===== src/rtl/sfpfe_cfg.svh =====
// constants of the serial flash pin protocol front end
`ifndef SFPFE_CFG_SVH
`define SFPFE_CFG_SVH

// serial clock and pins
`define SFPFE_PIN_W 6
`define SFPFE_PIN_RST 6'h38
`define SFPFE_PIN_SCK 0
`define SFPFE_PIN_IO0 1
`define SFPFE_PIN_IO1 2
`define SFPFE_PIN_WP 3
`define SFPFE_PIN_HOLD 4
`define SFPFE_PIN_CS 5

// byte framing
`define SFPFE_BYTE_BITS 4'h8
`define SFPFE_FILL_BYTE 8'hff
`define SFPFE_WRR_CODE 8'h01

// lane masks for output enables
`define SFPFE_OE_LANE1 4'h2
`define SFPFE_OE_LANE2 4'h3
`define SFPFE_OE_LANE4 4'hf

// transmit buffer
`define SFPFE_TX_DEPTH 4
`define SFPFE_TX_WIDTH 8

`endif


===== src/rtl/sfpfe_pkg.sv =====
// types of the serial flash pin protocol front end
package sfpfe_pkg;

	typedef enum logic [1:0] {
		SFPFE_LANE1 = 2'h0,
		SFPFE_LANE2 = 2'h1,
		SFPFE_LANE4 = 2'h2
	} sfpfe_lanes_t;

	typedef enum logic [2:0] {
		SFPFE_IDLE,
		SFPFE_INSTR,
		SFPFE_DECODE,
		SFPFE_INPUT,
		SFPFE_DUMMY,
		SFPFE_OUTPUT
	} sfpfe_state_t;

endpackage


===== src/rtl/sfpfe_front_end.sv =====
// serial flash pin protocol front end: select, pause, protect, lanes
//
// Overview of operation
// - write-protect low and write-disable bit set: register writes refused
// - quad-enable set: write-protect pin level ignored for protection
// - quad mode: write-protect pin is data line 2, in and out
// - pause pin low suspends transfer while selected, clock may run
// - chip select high during pause resets the interface logic
// - pause starts at pause fall if clock low, else at clock low
// - pause does not abort internal write, program or erase work
// - while paused: output released, input and clock disregarded
// - pause ends at pause rise if clock low, else at clock low
// - quad-enable set: pause disabled, pin is data line 3
// - only clock modes 0 and 3 supported
// - single rate: sample on rising edges, drive from falling edges
// - cycles counted fall to fall; mode 0 starts at select fall
// - double rate: instruction on rises, then both edges
// - double rate: first address bit on first rise after instruction
// - double rate read: first output at fall ending last dummy cycle
// - chip select high: inputs ignored, outputs released
`timescale 1ns/1ps
`include "sfpfe_cfg.svh"
module sfpfe_front_end #(
	parameter logic [7:0] WRR_CODE = `SFPFE_WRR_CODE,
	parameter int TX_DEPTH = `SFPFE_TX_DEPTH
) (
	input wire logic clk,
	input wire logic nrst,
	input wire logic sck,
	input wire logic cs_n,
	input wire logic [3:0] io_i,
	output logic [3:0] io_o,
	output logic [3:0] io_oe,
	input wire logic quad_enable_bit,
	input wire logic status_write_disable_bit,
	input wire sfpfe_pkg::sfpfe_lanes_t cmd_lanes,
	input wire logic cmd_ddr,
	input wire logic cmd_read,
	input wire logic [3:0] cmd_in_bytes,
	input wire logic [4:0] cmd_dummy,
	output logic [7:0] rx_byte,
	output logic rx_instr,
	output logic rx_valid,
	input wire logic [7:0] tx_data,
	input wire logic tx_valid,
	output logic tx_ready,
	output logic selected,
	output logic paused,
	output logic reg_write_lock,
	output logic wrr_refused,
	output logic frame_end,
	output logic frame_aligned,
	output logic tx_underrun
);
	import sfpfe_pkg::*;

	// ==========================================================
	// pin sampling
	logic [`SFPFE_PIN_W-1:0] pin_lvl;
	logic [`SFPFE_PIN_W-1:0] pin_rise;
	logic [`SFPFE_PIN_W-1:0] pin_fall;

	sfpfe_pin_sync #(
		.W(`SFPFE_PIN_W),
		.RST(`SFPFE_PIN_RST)
	) u_sync (
		.clk(clk),
		.nrst(nrst),
		.pin({cs_n, io_i, sck}),
		.lvl_q(pin_lvl),
		.rise_q(pin_rise),
		.fall_q(pin_fall)
	);

	logic cs_hi;
	logic sck_lo;
	logic hold_pin;
	logic wp_pin;
	logic [3:0] io_lvl;
	logic paused_q;
	logic sck_r;
	logic sck_f;

	assign cs_hi = pin_lvl[`SFPFE_PIN_CS];
	assign sck_lo = !pin_lvl[`SFPFE_PIN_SCK];
	assign io_lvl = pin_lvl[`SFPFE_PIN_HOLD:`SFPFE_PIN_IO0];
	assign hold_pin = pin_lvl[`SFPFE_PIN_HOLD];
	assign wp_pin = pin_lvl[`SFPFE_PIN_WP];
	// clock edges count only while selected and not paused
	assign sck_r = pin_rise[`SFPFE_PIN_SCK] && !cs_hi && !paused_q;
	assign sck_f = pin_fall[`SFPFE_PIN_SCK] && !cs_hi && !paused_q;

	// ==========================================================
	// pause control
	// level test covers both cases: pin edge with clock low, or
	// pin already changed and clock now reaching low
	always_ff @(posedge clk or negedge nrst) begin
		if (!nrst) begin
			paused_q <= 1'b0;
		end else if (cs_hi || quad_enable_bit) begin
			paused_q <= 1'b0;
		end else if (!paused_q && !hold_pin && sck_lo) begin
			paused_q <= 1'b1;
		end else if (paused_q && hold_pin && sck_lo) begin
			paused_q <= 1'b0;
		end
	end

	// ==========================================================
	// protocol sequencer
	sfpfe_state_t st_q;
	sfpfe_lanes_t lanes_q;
	logic ddr_q;
	logic read_q;
	logic [3:0] in_bytes_q;
	logic [4:0] dummy_q;
	logic [3:0] bit_q;
	logic [3:0] byte_q;
	logic [4:0] dcnt_q;
	logic skip_q;
	logic wait_q;
	logic [7:0] sh_q;
	logic [7:0] sh_d;
	logic [3:0] bit_d;
	logic take;
	logic byte_done;

	function automatic logic [3:0] lane_n(sfpfe_lanes_t l);
		unique case (l)
			SFPFE_LANE2: lane_n = 4'h2;
			SFPFE_LANE4: lane_n = 4'h4;
			default: lane_n = 4'h1;
		endcase
	endfunction

	// instruction on rises only; data on both edges in double rate
	assign take = (st_q == SFPFE_INSTR && sck_r) ||
		(st_q == SFPFE_INPUT &&
		(sck_r || (ddr_q && sck_f && !skip_q)));

	always_comb begin
		sh_d = {sh_q[6:0], io_lvl[0]};
		bit_d = bit_q + 4'h1;
		if (st_q == SFPFE_INPUT) begin
			unique case (lanes_q)
				SFPFE_LANE2: sh_d = {sh_q[5:0], io_lvl[1:0]};
				SFPFE_LANE4: sh_d = {sh_q[3:0], io_lvl};
				default: sh_d = {sh_q[6:0], io_lvl[0]};
			endcase
			bit_d = bit_q + lane_n(lanes_q);
		end
	end

	assign byte_done = take && (bit_d == `SFPFE_BYTE_BITS);

	always_ff @(posedge clk or negedge nrst) begin
		if (!nrst) begin
			st_q <= SFPFE_IDLE;
			lanes_q <= SFPFE_LANE1;
			ddr_q <= 1'b0;
			read_q <= 1'b0;
			in_bytes_q <= 4'h0;
			dummy_q <= 5'h00;
			bit_q <= 4'h0;
			byte_q <= 4'h0;
			dcnt_q <= 5'h00;
			skip_q <= 1'b0;
			wait_q <= 1'b0;
			sh_q <= 8'h00;
		end else if (cs_hi) begin
			st_q <= SFPFE_IDLE;
			bit_q <= 4'h0;
			byte_q <= 4'h0;
			dcnt_q <= 5'h00;
			skip_q <= 1'b0;
			wait_q <= 1'b0;
		end else if (!paused_q) begin
			if (take) begin
				sh_q <= sh_d;
				bit_q <= byte_done ? 4'h0 : bit_d;
			end
			unique case (st_q)
				SFPFE_IDLE: begin
					// a start needs a fresh select fall
					if (pin_fall[`SFPFE_PIN_CS]) begin
						st_q <= SFPFE_INSTR;
					end
				end
				SFPFE_INSTR: begin
					if (byte_done) begin
						st_q <= SFPFE_DECODE;
						skip_q <= 1'b1;
						wait_q <= 1'b0;
					end
				end
				SFPFE_DECODE: begin
					// one cycle for the decoder to see the instruction
					wait_q <= 1'b1;
					if (sck_f) begin
						skip_q <= 1'b0;
					end
					if (wait_q) begin
						lanes_q <= cmd_lanes;
						ddr_q <= cmd_ddr;
						read_q <= cmd_read;
						in_bytes_q <= cmd_in_bytes;
						dummy_q <= cmd_dummy;
						byte_q <= 4'h0;
						dcnt_q <= 5'h00;
						st_q <= (cmd_read && cmd_in_bytes == 4'h0) ?
							SFPFE_DUMMY : SFPFE_INPUT;
					end
				end
				SFPFE_INPUT: begin
					// first fall after the instruction closes its cycle
					if (sck_f && skip_q) begin
						skip_q <= 1'b0;
					end
					if (byte_done) begin
						byte_q <= byte_q + 4'h1;
						if (read_q && byte_q + 4'h1 == in_bytes_q) begin
							st_q <= SFPFE_DUMMY;
							dcnt_q <= sck_f ? 5'h01 : 5'h00;
						end
					end
				end
				SFPFE_DUMMY: begin
					if (sck_f) begin
						if (dcnt_q == dummy_q) begin
							st_q <= SFPFE_OUTPUT;
						end else begin
							dcnt_q <= dcnt_q + 5'h01;
						end
					end
				end
				SFPFE_OUTPUT: begin
				end
			endcase
		end
	end

	// ==========================================================
	// receive path
	always_ff @(posedge clk or negedge nrst) begin
		if (!nrst) begin
			rx_byte <= 8'h00;
			rx_instr <= 1'b0;
			rx_valid <= 1'b0;
		end else begin
			rx_valid <= byte_done && !cs_hi && !paused_q;
			if (byte_done) begin
				rx_byte <= sh_d;
				rx_instr <= st_q == SFPFE_INSTR;
			end
		end
	end

	// ==========================================================
	// register write protection
	always_ff @(posedge clk or negedge nrst) begin
		if (!nrst) begin
			reg_write_lock <= 1'b0;
			wrr_refused <= 1'b0;
		end else begin
			// quad mode turns the pin into data, so no protection
			reg_write_lock <= !quad_enable_bit && status_write_disable_bit &&
				!wp_pin;
			wrr_refused <= byte_done && st_q == SFPFE_INSTR && !cs_hi &&
				!paused_q && sh_d == WRR_CODE && reg_write_lock;
		end
	end

	// ==========================================================
	// transmit path
	logic [7:0] txf_data;
	logic txf_valid;
	logic txf_pop;
	logic [7:0] osh_q;
	logic [7:0] osh_d;
	logic [3:0] obit_q;
	logic [3:0] obit_d;
	logic out_first;
	logic out_step;
	logic out_load;
	logic drive_en;

	sfpfe_fifo #(
		.WIDTH(`SFPFE_TX_WIDTH),
		.DEPTH(TX_DEPTH)
	) u_txf (
		.clk(clk),
		.nrst(nrst),
		.in_data(tx_data),
		.in_valid(tx_valid),
		.in_ready(tx_ready),
		.out_data(txf_data),
		.out_valid(txf_valid),
		.out_ready(txf_pop)
	);

	// first bit at the fall ending the last dummy cycle
	assign out_first = st_q == SFPFE_DUMMY && sck_f &&
		dcnt_q == dummy_q;
	// single rate moves on falls, double rate on every edge
	assign out_step = st_q == SFPFE_OUTPUT &&
		(sck_f || (ddr_q && sck_r));
	assign obit_d = obit_q + lane_n(lanes_q);
	assign out_load = out_first ||
		(out_step && obit_d == `SFPFE_BYTE_BITS);
	assign txf_pop = out_load && txf_valid;
	assign drive_en = (st_q == SFPFE_OUTPUT || out_first) && !cs_hi &&
		!paused_q;

	always_comb begin
		osh_d = osh_q;
		if (out_load) begin
			osh_d = txf_valid ? txf_data : `SFPFE_FILL_BYTE;
		end else if (out_step) begin
			unique case (lanes_q)
				SFPFE_LANE2: osh_d = {osh_q[5:0], 2'h0};
				SFPFE_LANE4: osh_d = {osh_q[3:0], 4'h0};
				default: osh_d = {osh_q[6:0], 1'b0};
			endcase
		end
	end

	always_ff @(posedge clk or negedge nrst) begin
		if (!nrst) begin
			osh_q <= 8'h00;
			obit_q <= 4'h0;
			tx_underrun <= 1'b0;
		end else begin
			tx_underrun <= out_load && !txf_valid;
			if (cs_hi) begin
				obit_q <= 4'h0;
			end else if (out_load) begin
				osh_q <= osh_d;
				obit_q <= 4'h0;
			end else if (out_step) begin
				osh_q <= osh_d;
				obit_q <= obit_d;
			end
		end
	end

	// pins: msb on the highest lane, oe high while driving
	always_ff @(posedge clk or negedge nrst) begin
		if (!nrst) begin
			io_o <= 4'h0;
			io_oe <= 4'h0;
		end else begin
			unique case (lanes_q)
				SFPFE_LANE2: io_o <= {2'h0, osh_d[7:6]};
				SFPFE_LANE4: io_o <= osh_d[7:4];
				default: io_o <= {2'h0, osh_d[7], 1'b0};
			endcase
			if (!drive_en) begin
				io_oe <= 4'h0;
			end else begin
				unique case (lanes_q)
					SFPFE_LANE2: io_oe <= `SFPFE_OE_LANE2;
					SFPFE_LANE4: io_oe <= quad_enable_bit ?
						`SFPFE_OE_LANE4 : `SFPFE_OE_LANE2;
					default: io_oe <= `SFPFE_OE_LANE1;
				endcase
			end
		end
	end

	// ==========================================================
	// status
	always_ff @(posedge clk or negedge nrst) begin
		if (!nrst) begin
			selected <= 1'b0;
			paused <= 1'b0;
			frame_end <= 1'b0;
			frame_aligned <= 1'b0;
		end else begin
			selected <= !cs_hi && st_q != SFPFE_IDLE;
			paused <= paused_q;
			frame_end <= pin_rise[`SFPFE_PIN_CS] && st_q != SFPFE_IDLE;
			if (pin_rise[`SFPFE_PIN_CS]) begin
				frame_aligned <= bit_q == 4'h0 && st_q != SFPFE_INSTR;
			end
		end
	end

endmodule


===== src/rtl/sfpfe_pin_sync.sv =====
// three-stage pin synchroniser with agreed level and edge pulses
`timescale 1ns/1ps
module sfpfe_pin_sync #(
	parameter int W = 1,
	parameter logic [W-1:0] RST = '0
) (
	input wire logic clk,
	input wire logic nrst,
	input wire logic [W-1:0] pin,
	output logic [W-1:0] lvl_q,
	output logic [W-1:0] rise_q,
	output logic [W-1:0] fall_q
);

	logic [W-1:0] s1_q;
	logic [W-1:0] s2_q;
	logic [W-1:0] s3_q;
	logic [W-1:0] lvl_d;

	// a change counts once the second and third stages agree
	always_comb begin
		lvl_d = lvl_q;
		for (int i = 0; i < W; i++) begin
			if (s2_q[i] == s3_q[i]) begin
				lvl_d[i] = s2_q[i];
			end
		end
	end

	always_ff @(posedge clk or negedge nrst) begin
		if (!nrst) begin
			s1_q <= RST;
			s2_q <= RST;
			s3_q <= RST;
		end else begin
			s1_q <= pin;
			s2_q <= s1_q;
			s3_q <= s2_q;
		end
	end

	always_ff @(posedge clk or negedge nrst) begin
		if (!nrst) begin
			lvl_q <= RST;
			rise_q <= '0;
			fall_q <= '0;
		end else begin
			lvl_q <= lvl_d;
			rise_q <= lvl_d & ~lvl_q;
			fall_q <= ~lvl_d & lvl_q;
		end
	end

endmodule


===== src/rtl/sfpfe_fifo.sv =====
// small first-in first-out buffer with valid and ready on both sides
`timescale 1ns/1ps
module sfpfe_fifo #(
	parameter int WIDTH = 8,
	parameter int DEPTH = 4
) (
	input wire logic clk,
	input wire logic nrst,
	input wire logic [WIDTH-1:0] in_data,
	input wire logic in_valid,
	output logic in_ready,
	output logic [WIDTH-1:0] out_data,
	output logic out_valid,
	input wire logic out_ready
);

	localparam int AW = (DEPTH > 1) ? $clog2(DEPTH) : 1;
	localparam int CW = $clog2(DEPTH + 1);

	logic [WIDTH-1:0] mem_q [DEPTH];
	logic [AW-1:0] wr_q;
	logic [AW-1:0] rd_q;
	logic [CW-1:0] cnt_q;
	logic [CW-1:0] cnt_d;
	logic push;
	logic pop;

	assign push = in_valid && in_ready;
	assign pop = out_valid && out_ready;
	assign out_data = mem_q[rd_q];

	always_comb begin
		cnt_d = cnt_q;
		if (push && !pop) begin
			cnt_d = cnt_q + CW'(1);
		end else if (pop && !push) begin
			cnt_d = cnt_q - CW'(1);
		end
	end

	always_ff @(posedge clk) begin
		if (push) begin
			mem_q[wr_q] <= in_data;
		end
	end

	always_ff @(posedge clk or negedge nrst) begin
		if (!nrst) begin
			wr_q <= '0;
			rd_q <= '0;
			cnt_q <= '0;
			in_ready <= 1'b1;
			out_valid <= 1'b0;
		end else begin
			if (push) begin
				wr_q <= (wr_q == AW'(DEPTH - 1)) ? '0 : wr_q + AW'(1);
			end
			if (pop) begin
				rd_q <= (rd_q == AW'(DEPTH - 1)) ? '0 : rd_q + AW'(1);
			end
			cnt_q <= cnt_d;
			in_ready <= cnt_d != CW'(DEPTH);
			out_valid <= cnt_d != '0;
		end
	end

endmodule


===== config.mk =====
export PLATFORM = sky130hd
export DESIGN_NAME = sfpfe_front_end
export DESIGN_NICKNAME = d
export VERILOG_FILES = /design/src/rtl/sfpfe_pkg.sv /design/src/rtl/sfpfe_front_end.sv /design/src/rtl/sfpfe_pin_sync.sv /design/src/rtl/sfpfe_fifo.sv
export VERILOG_INCLUDE_DIRS = /design/src /design/src/rtl
export SDC_FILE = /design/constraint.sdc
export NUM_CORES = 1
export LEC_CHECK = 0
export ABC_CLOCK_PERIOD_IN_PS = 4300
export BUFFER_PORTS_ARGS = -buffer_cell sky130_fd_sc_hd__buf_2
export CAP_MARGIN = 5
export CORE_ASPECT_RATIO = 0.5
export CORE_MARGIN = 5
export CORE_UTILIZATION = 40
export DETAILED_ROUTE_END_ITERATION = 8
export HOLD_SLACK_MARGIN = 0.12
export MAX_ROUTING_LAYER = met4
export SLEW_MARGIN = 20
export SYNTH_ARGS = -nofsm -noshare
export SYNTH_HDL_FRONTEND = slang
export SYNTH_SLANG_ARGS = --single-unit

===== constraint.sdc =====
create_clock -name clk -period 4.3 [get_ports clk]
set_input_delay 0.645 -clock clk [delete_from_list [all_inputs] [get_ports clk]]
set_output_delay 0.645 -clock clk [all_outputs]
set_load 0.05 [all_outputs]

==> impl_metrics.toml <==
[drt]
route.detailed.wl_per_inst_um = 15.6
detail_route.vias_per_cell = 5.14
wirelength_um = 13200
dr_total_vias = 4368
drt.antenna.violating_nets = 0
route.detailed.drc = 0
drt_iter0_drc = 248
first_pass_iters = 4

[global_routing]
number_of_global_route_vias_before_repair = 4471
grt_overflow_total = 0
wire_length_of_the_first_global_routing_pass_um = 22200
gr-usage-all-layers = 0.151
initial_antenna_violation_count = 0
grt_max_degree = 67

[critical_path]
worst_path_bufs_invs = 3
rr_endpoint = "dcnt_q[4]"
timing.reg2reg.worst_path_depth = 13
cp-start-kind = "flop"
reg2reg_setup_slack_ns = 0.60
worst-path-max-fanout = 20
cp_cell_sequence = "inv_1, ha_1, nor2_1, inv_2, ha_1, inv_1, fa_1, xor2_1, nand3_1, nor2_2, a31oi_1, or4_1, nand2_1"
slowest_stage = "sky130_fd_sc_hd__ha_1"
critPathArrivalTime_ns = 4.06
timing.rr.start = "lanes_q[0]"
timing.critical_path.to_type = "flop"
critical_path_required_ns = 4.66
path_delay_family = "adder cells"
worst_path_largest_cell_delay_ns = 0.70
critical_path_class = "reg2reg"

[clock_tree]
clk_path_buf_depth = 2
cts_resized = 0
tritoncts_clock_tree = "built"
h-tree-depth = 4
clock_sink_total = 144
clk_latency_ns = 0.42
cts.hold.buffers_added = 0
tritoncts.num_buffers = 17
cell_at_the_root_of_the_clock_tree = "sky130_fd_sc_hd__clkbuf_16"
cts.reportedPaths.clkPinSlew_ns = 0.06
post_cts.repair.setup_buffers = 0

[cells_and_area]
stdcell_count = 849
synthToLayoutAreaGrowth_pct = 16.6
fill_cells = 1476
drive_above_1_share = 0.240
num-nets-final = 661
stdcell_area_um2 = 7630
antenna-diode-count = 0
layout.core_utilization = 0.470

[synth]
postSynthNetCount = 600
yosysTopAreaCell = "sky130_fd_sc_hd__dfrtp_1"
yosys_warnings = 0
synth-seq-cells = 144
yosysUniqueCellTypes = 67
postSynth.asyncResetShare = 0.778
main_synth_ff_type = "sky130_fd_sc_hd__dfrtp_1"
netlist_area_um2 = 6540
synthCells = 548
yosys.area.top_type_share = 0.379
synth.area.top_cells = "sky130_fd_sc_hd__dfrtp_1 38%, sky130_fd_sc_hd__edfxtp_1 15%, sky130_fd_sc_hd__dfstp_2 5.2%"
synth_area_per_cell_um2 = 11.9
number_of_enable_flip_flop_cells_after_synthesis = 32
seq_area_frac_synth = 0.578

[floorplan]
initial_utilization = 0.403
core-area_um2 = 16200
placement_rows = 33
floorplan.die_area_um2 = 19200
die_height_um = 100
floorplan.die.width_um = 191
num_io_pins = 58

[place]
place_area_um2 = 7080
io_buffers = 57
dpl.cell_count = 817
hpwl_um = 9050
gp_congestion = 0.834

[pwr]
vdd_drop_max_mv = 0.254
p_leak_nw = 3.30
power-per-cell-area_nw_per_um2 = 452

[timing]
final_hold_fails = 0
setup_viol_count_final = 0
max_slew_margin = 0.340
total_negative_slack_for_setup_checks_ns = 0
final.setup_skew_ns = 0.00996
worst-slew-pin-transition_ns = 0.981
drv_slew = 0
post-route-period-util = 0.861
clock.fmax_mhz = 270
rsz0062_at_grt = "no"
final.min_clock_period_ns = 3.70

[flow_run]
cap_violations = 0

[outcome]
outcome = "finished clean"

[worst_hold_path]
worst_hold_path_type = "in2async"
metal layers:
layer / global-route usage / vias to the layer above / part of all wire
met4: 0.0568 / 0 / 0.013
met2: 0.229 / 81 / 0.47
met3: 0.0323 / 19 / 0.040
met5: - / - / 0
met1: 0.201 / 2142 / 0.48
li1: - / 2126 / -
through the flow:
stage / hold slack, ns / worst slack [ns] / power, W
CTS: 0.306 / 0.631 / 0.00350
detailed placement: 0.336 / 0.626 / 0.00210
finish: 0.308 / 0.596 / 0.00345
global route: 0.313 / 0.326 / 0.00362
global placement: 0.331 / 0.765 / 0.00209
floorplan: 0.331 / 1.05 / 0.00195
worst register-to-register path: stages (launching register included):
cell,delay [ns]
sky130_fd_sc_hd__dfrtp_1,0.37
sky130_fd_sc_hd__inv_1,0.07
sky130_fd_sc_hd__ha_1,0.70
sky130_fd_sc_hd__nor2_1,0.26
sky130_fd_sc_hd__inv_2,0.20
sky130_fd_sc_hd__ha_1,0.20
sky130_fd_sc_hd__inv_1,0.05
sky130_fd_sc_hd__fa_1,0.37
sky130_fd_sc_hd__xor2_1,0.19
sky130_fd_sc_hd__nand3_1,0.12
sky130_fd_sc_hd__nor2_2,0.25
sky130_fd_sc_hd__a31oi_1,0.27
sky130_fd_sc_hd__or4_1,0.53
sky130_fd_sc_hd__nand2_1,0.07
power breakdown:
part           internal [W]  total [W]  switching [W]
clock              0.000792    0.00137       0.000583
sequential          0.00155    0.00163      0.0000813
combinational      0.000167   0.000444       0.000276
synth_stat cells (all sizes together), types with 4 or more instances:
library cell,number
maj3,6
dfstp,13
a21oi,15
nand2,38
buf,6
nor2b,6
nor4,6
a21o,4
mux4,8
xnor2,11
nor2,43
edfxtp,32
a22oi,6
a221o,6
nand2b,6
o31ai,6
o22ai,5
nand3,19
dfrtp,99
mux2,20
clkbuf,16
inv,23
a31oi,8
nor3,13
o21ai,45
ha,18
o211ai,7
and3,11
xor2,4
registers in the layout, indices dropped and copies added (netlist names), 4 cells and up, named ones only:
signal       count
io_o             4
in_bytes_q       4
u_sync.s1_q      6
rx_byte          8
dummy_q          5
u_sync.s3_q      6
byte_q           4
u_sync.s2_q      6
dcnt_q           5
bit_q            4
sh_q             7
osh_q            8
obit_q           4
u_txf.mem_q     32
cell usage in the layout, fill, tap and decap left out, drive strengths merged, types with 7 or more instances in the layout:
cell / synthesis / layout
ha: 18 / 18
o211ai: 7 / 7
mux2: 20 / 20
clkbuf: 16 / 18
dfrtp: 99 / 99
inv: 23 / 25
nor2: 43 / 43
and3: 11 / 11
nand3: 19 / 19
xnor2: 11 / 11
a21oi: 15 / 15
o21ai: 45 / 45
dfstp: 13 / 13
nor3: 13 / 13
a31oi: 8 / 8
edfxtp: 32 / 32
buf: 6 / 64
mux4: 8 / 8
nand2: 38 / 38
cell families after synthesis:
kind of cell,share of synthesized area
and+or+nand+nor,0.142
adders and majority gates,0.0497
xor gates and xnor gates,0.0201
DFF,0.578
buffers and inverters,0.0273
muxes,0.0677
AOI/OAI and AO/OA,0.115
final cells by class:
cell class	count	area, um2	area share
timing repair buffer	64	340	0.0446
sequential	144	3780	0.496
clock buffer	18	429	0.0563
inverter	23	86.3	0.0113
multi-input combinational	359	2590	0.340
tap	227	284	0.0372
clock inverter	14	118	0.0154
worst max-delay path by stage:
stage                           from   endpoint  slack [ns]  depth (start not counted)
after CTS                 lanes_q[0]  dcnt_q[4]        0.63                         13
after global placement    lanes_q[0]  dcnt_q[4]        0.77                         13
final                     lanes_q[0]  dcnt_q[4]        0.60                         13
after detailed placement  lanes_q[0]  byte_q[3]        0.63                         13
after global routing      lanes_q[0]  dcnt_q[4]        0.33                         13
after floorplan           lanes_q[0]  byte_q[3]        1.05                         14
(Power assumes the default switching activity.)
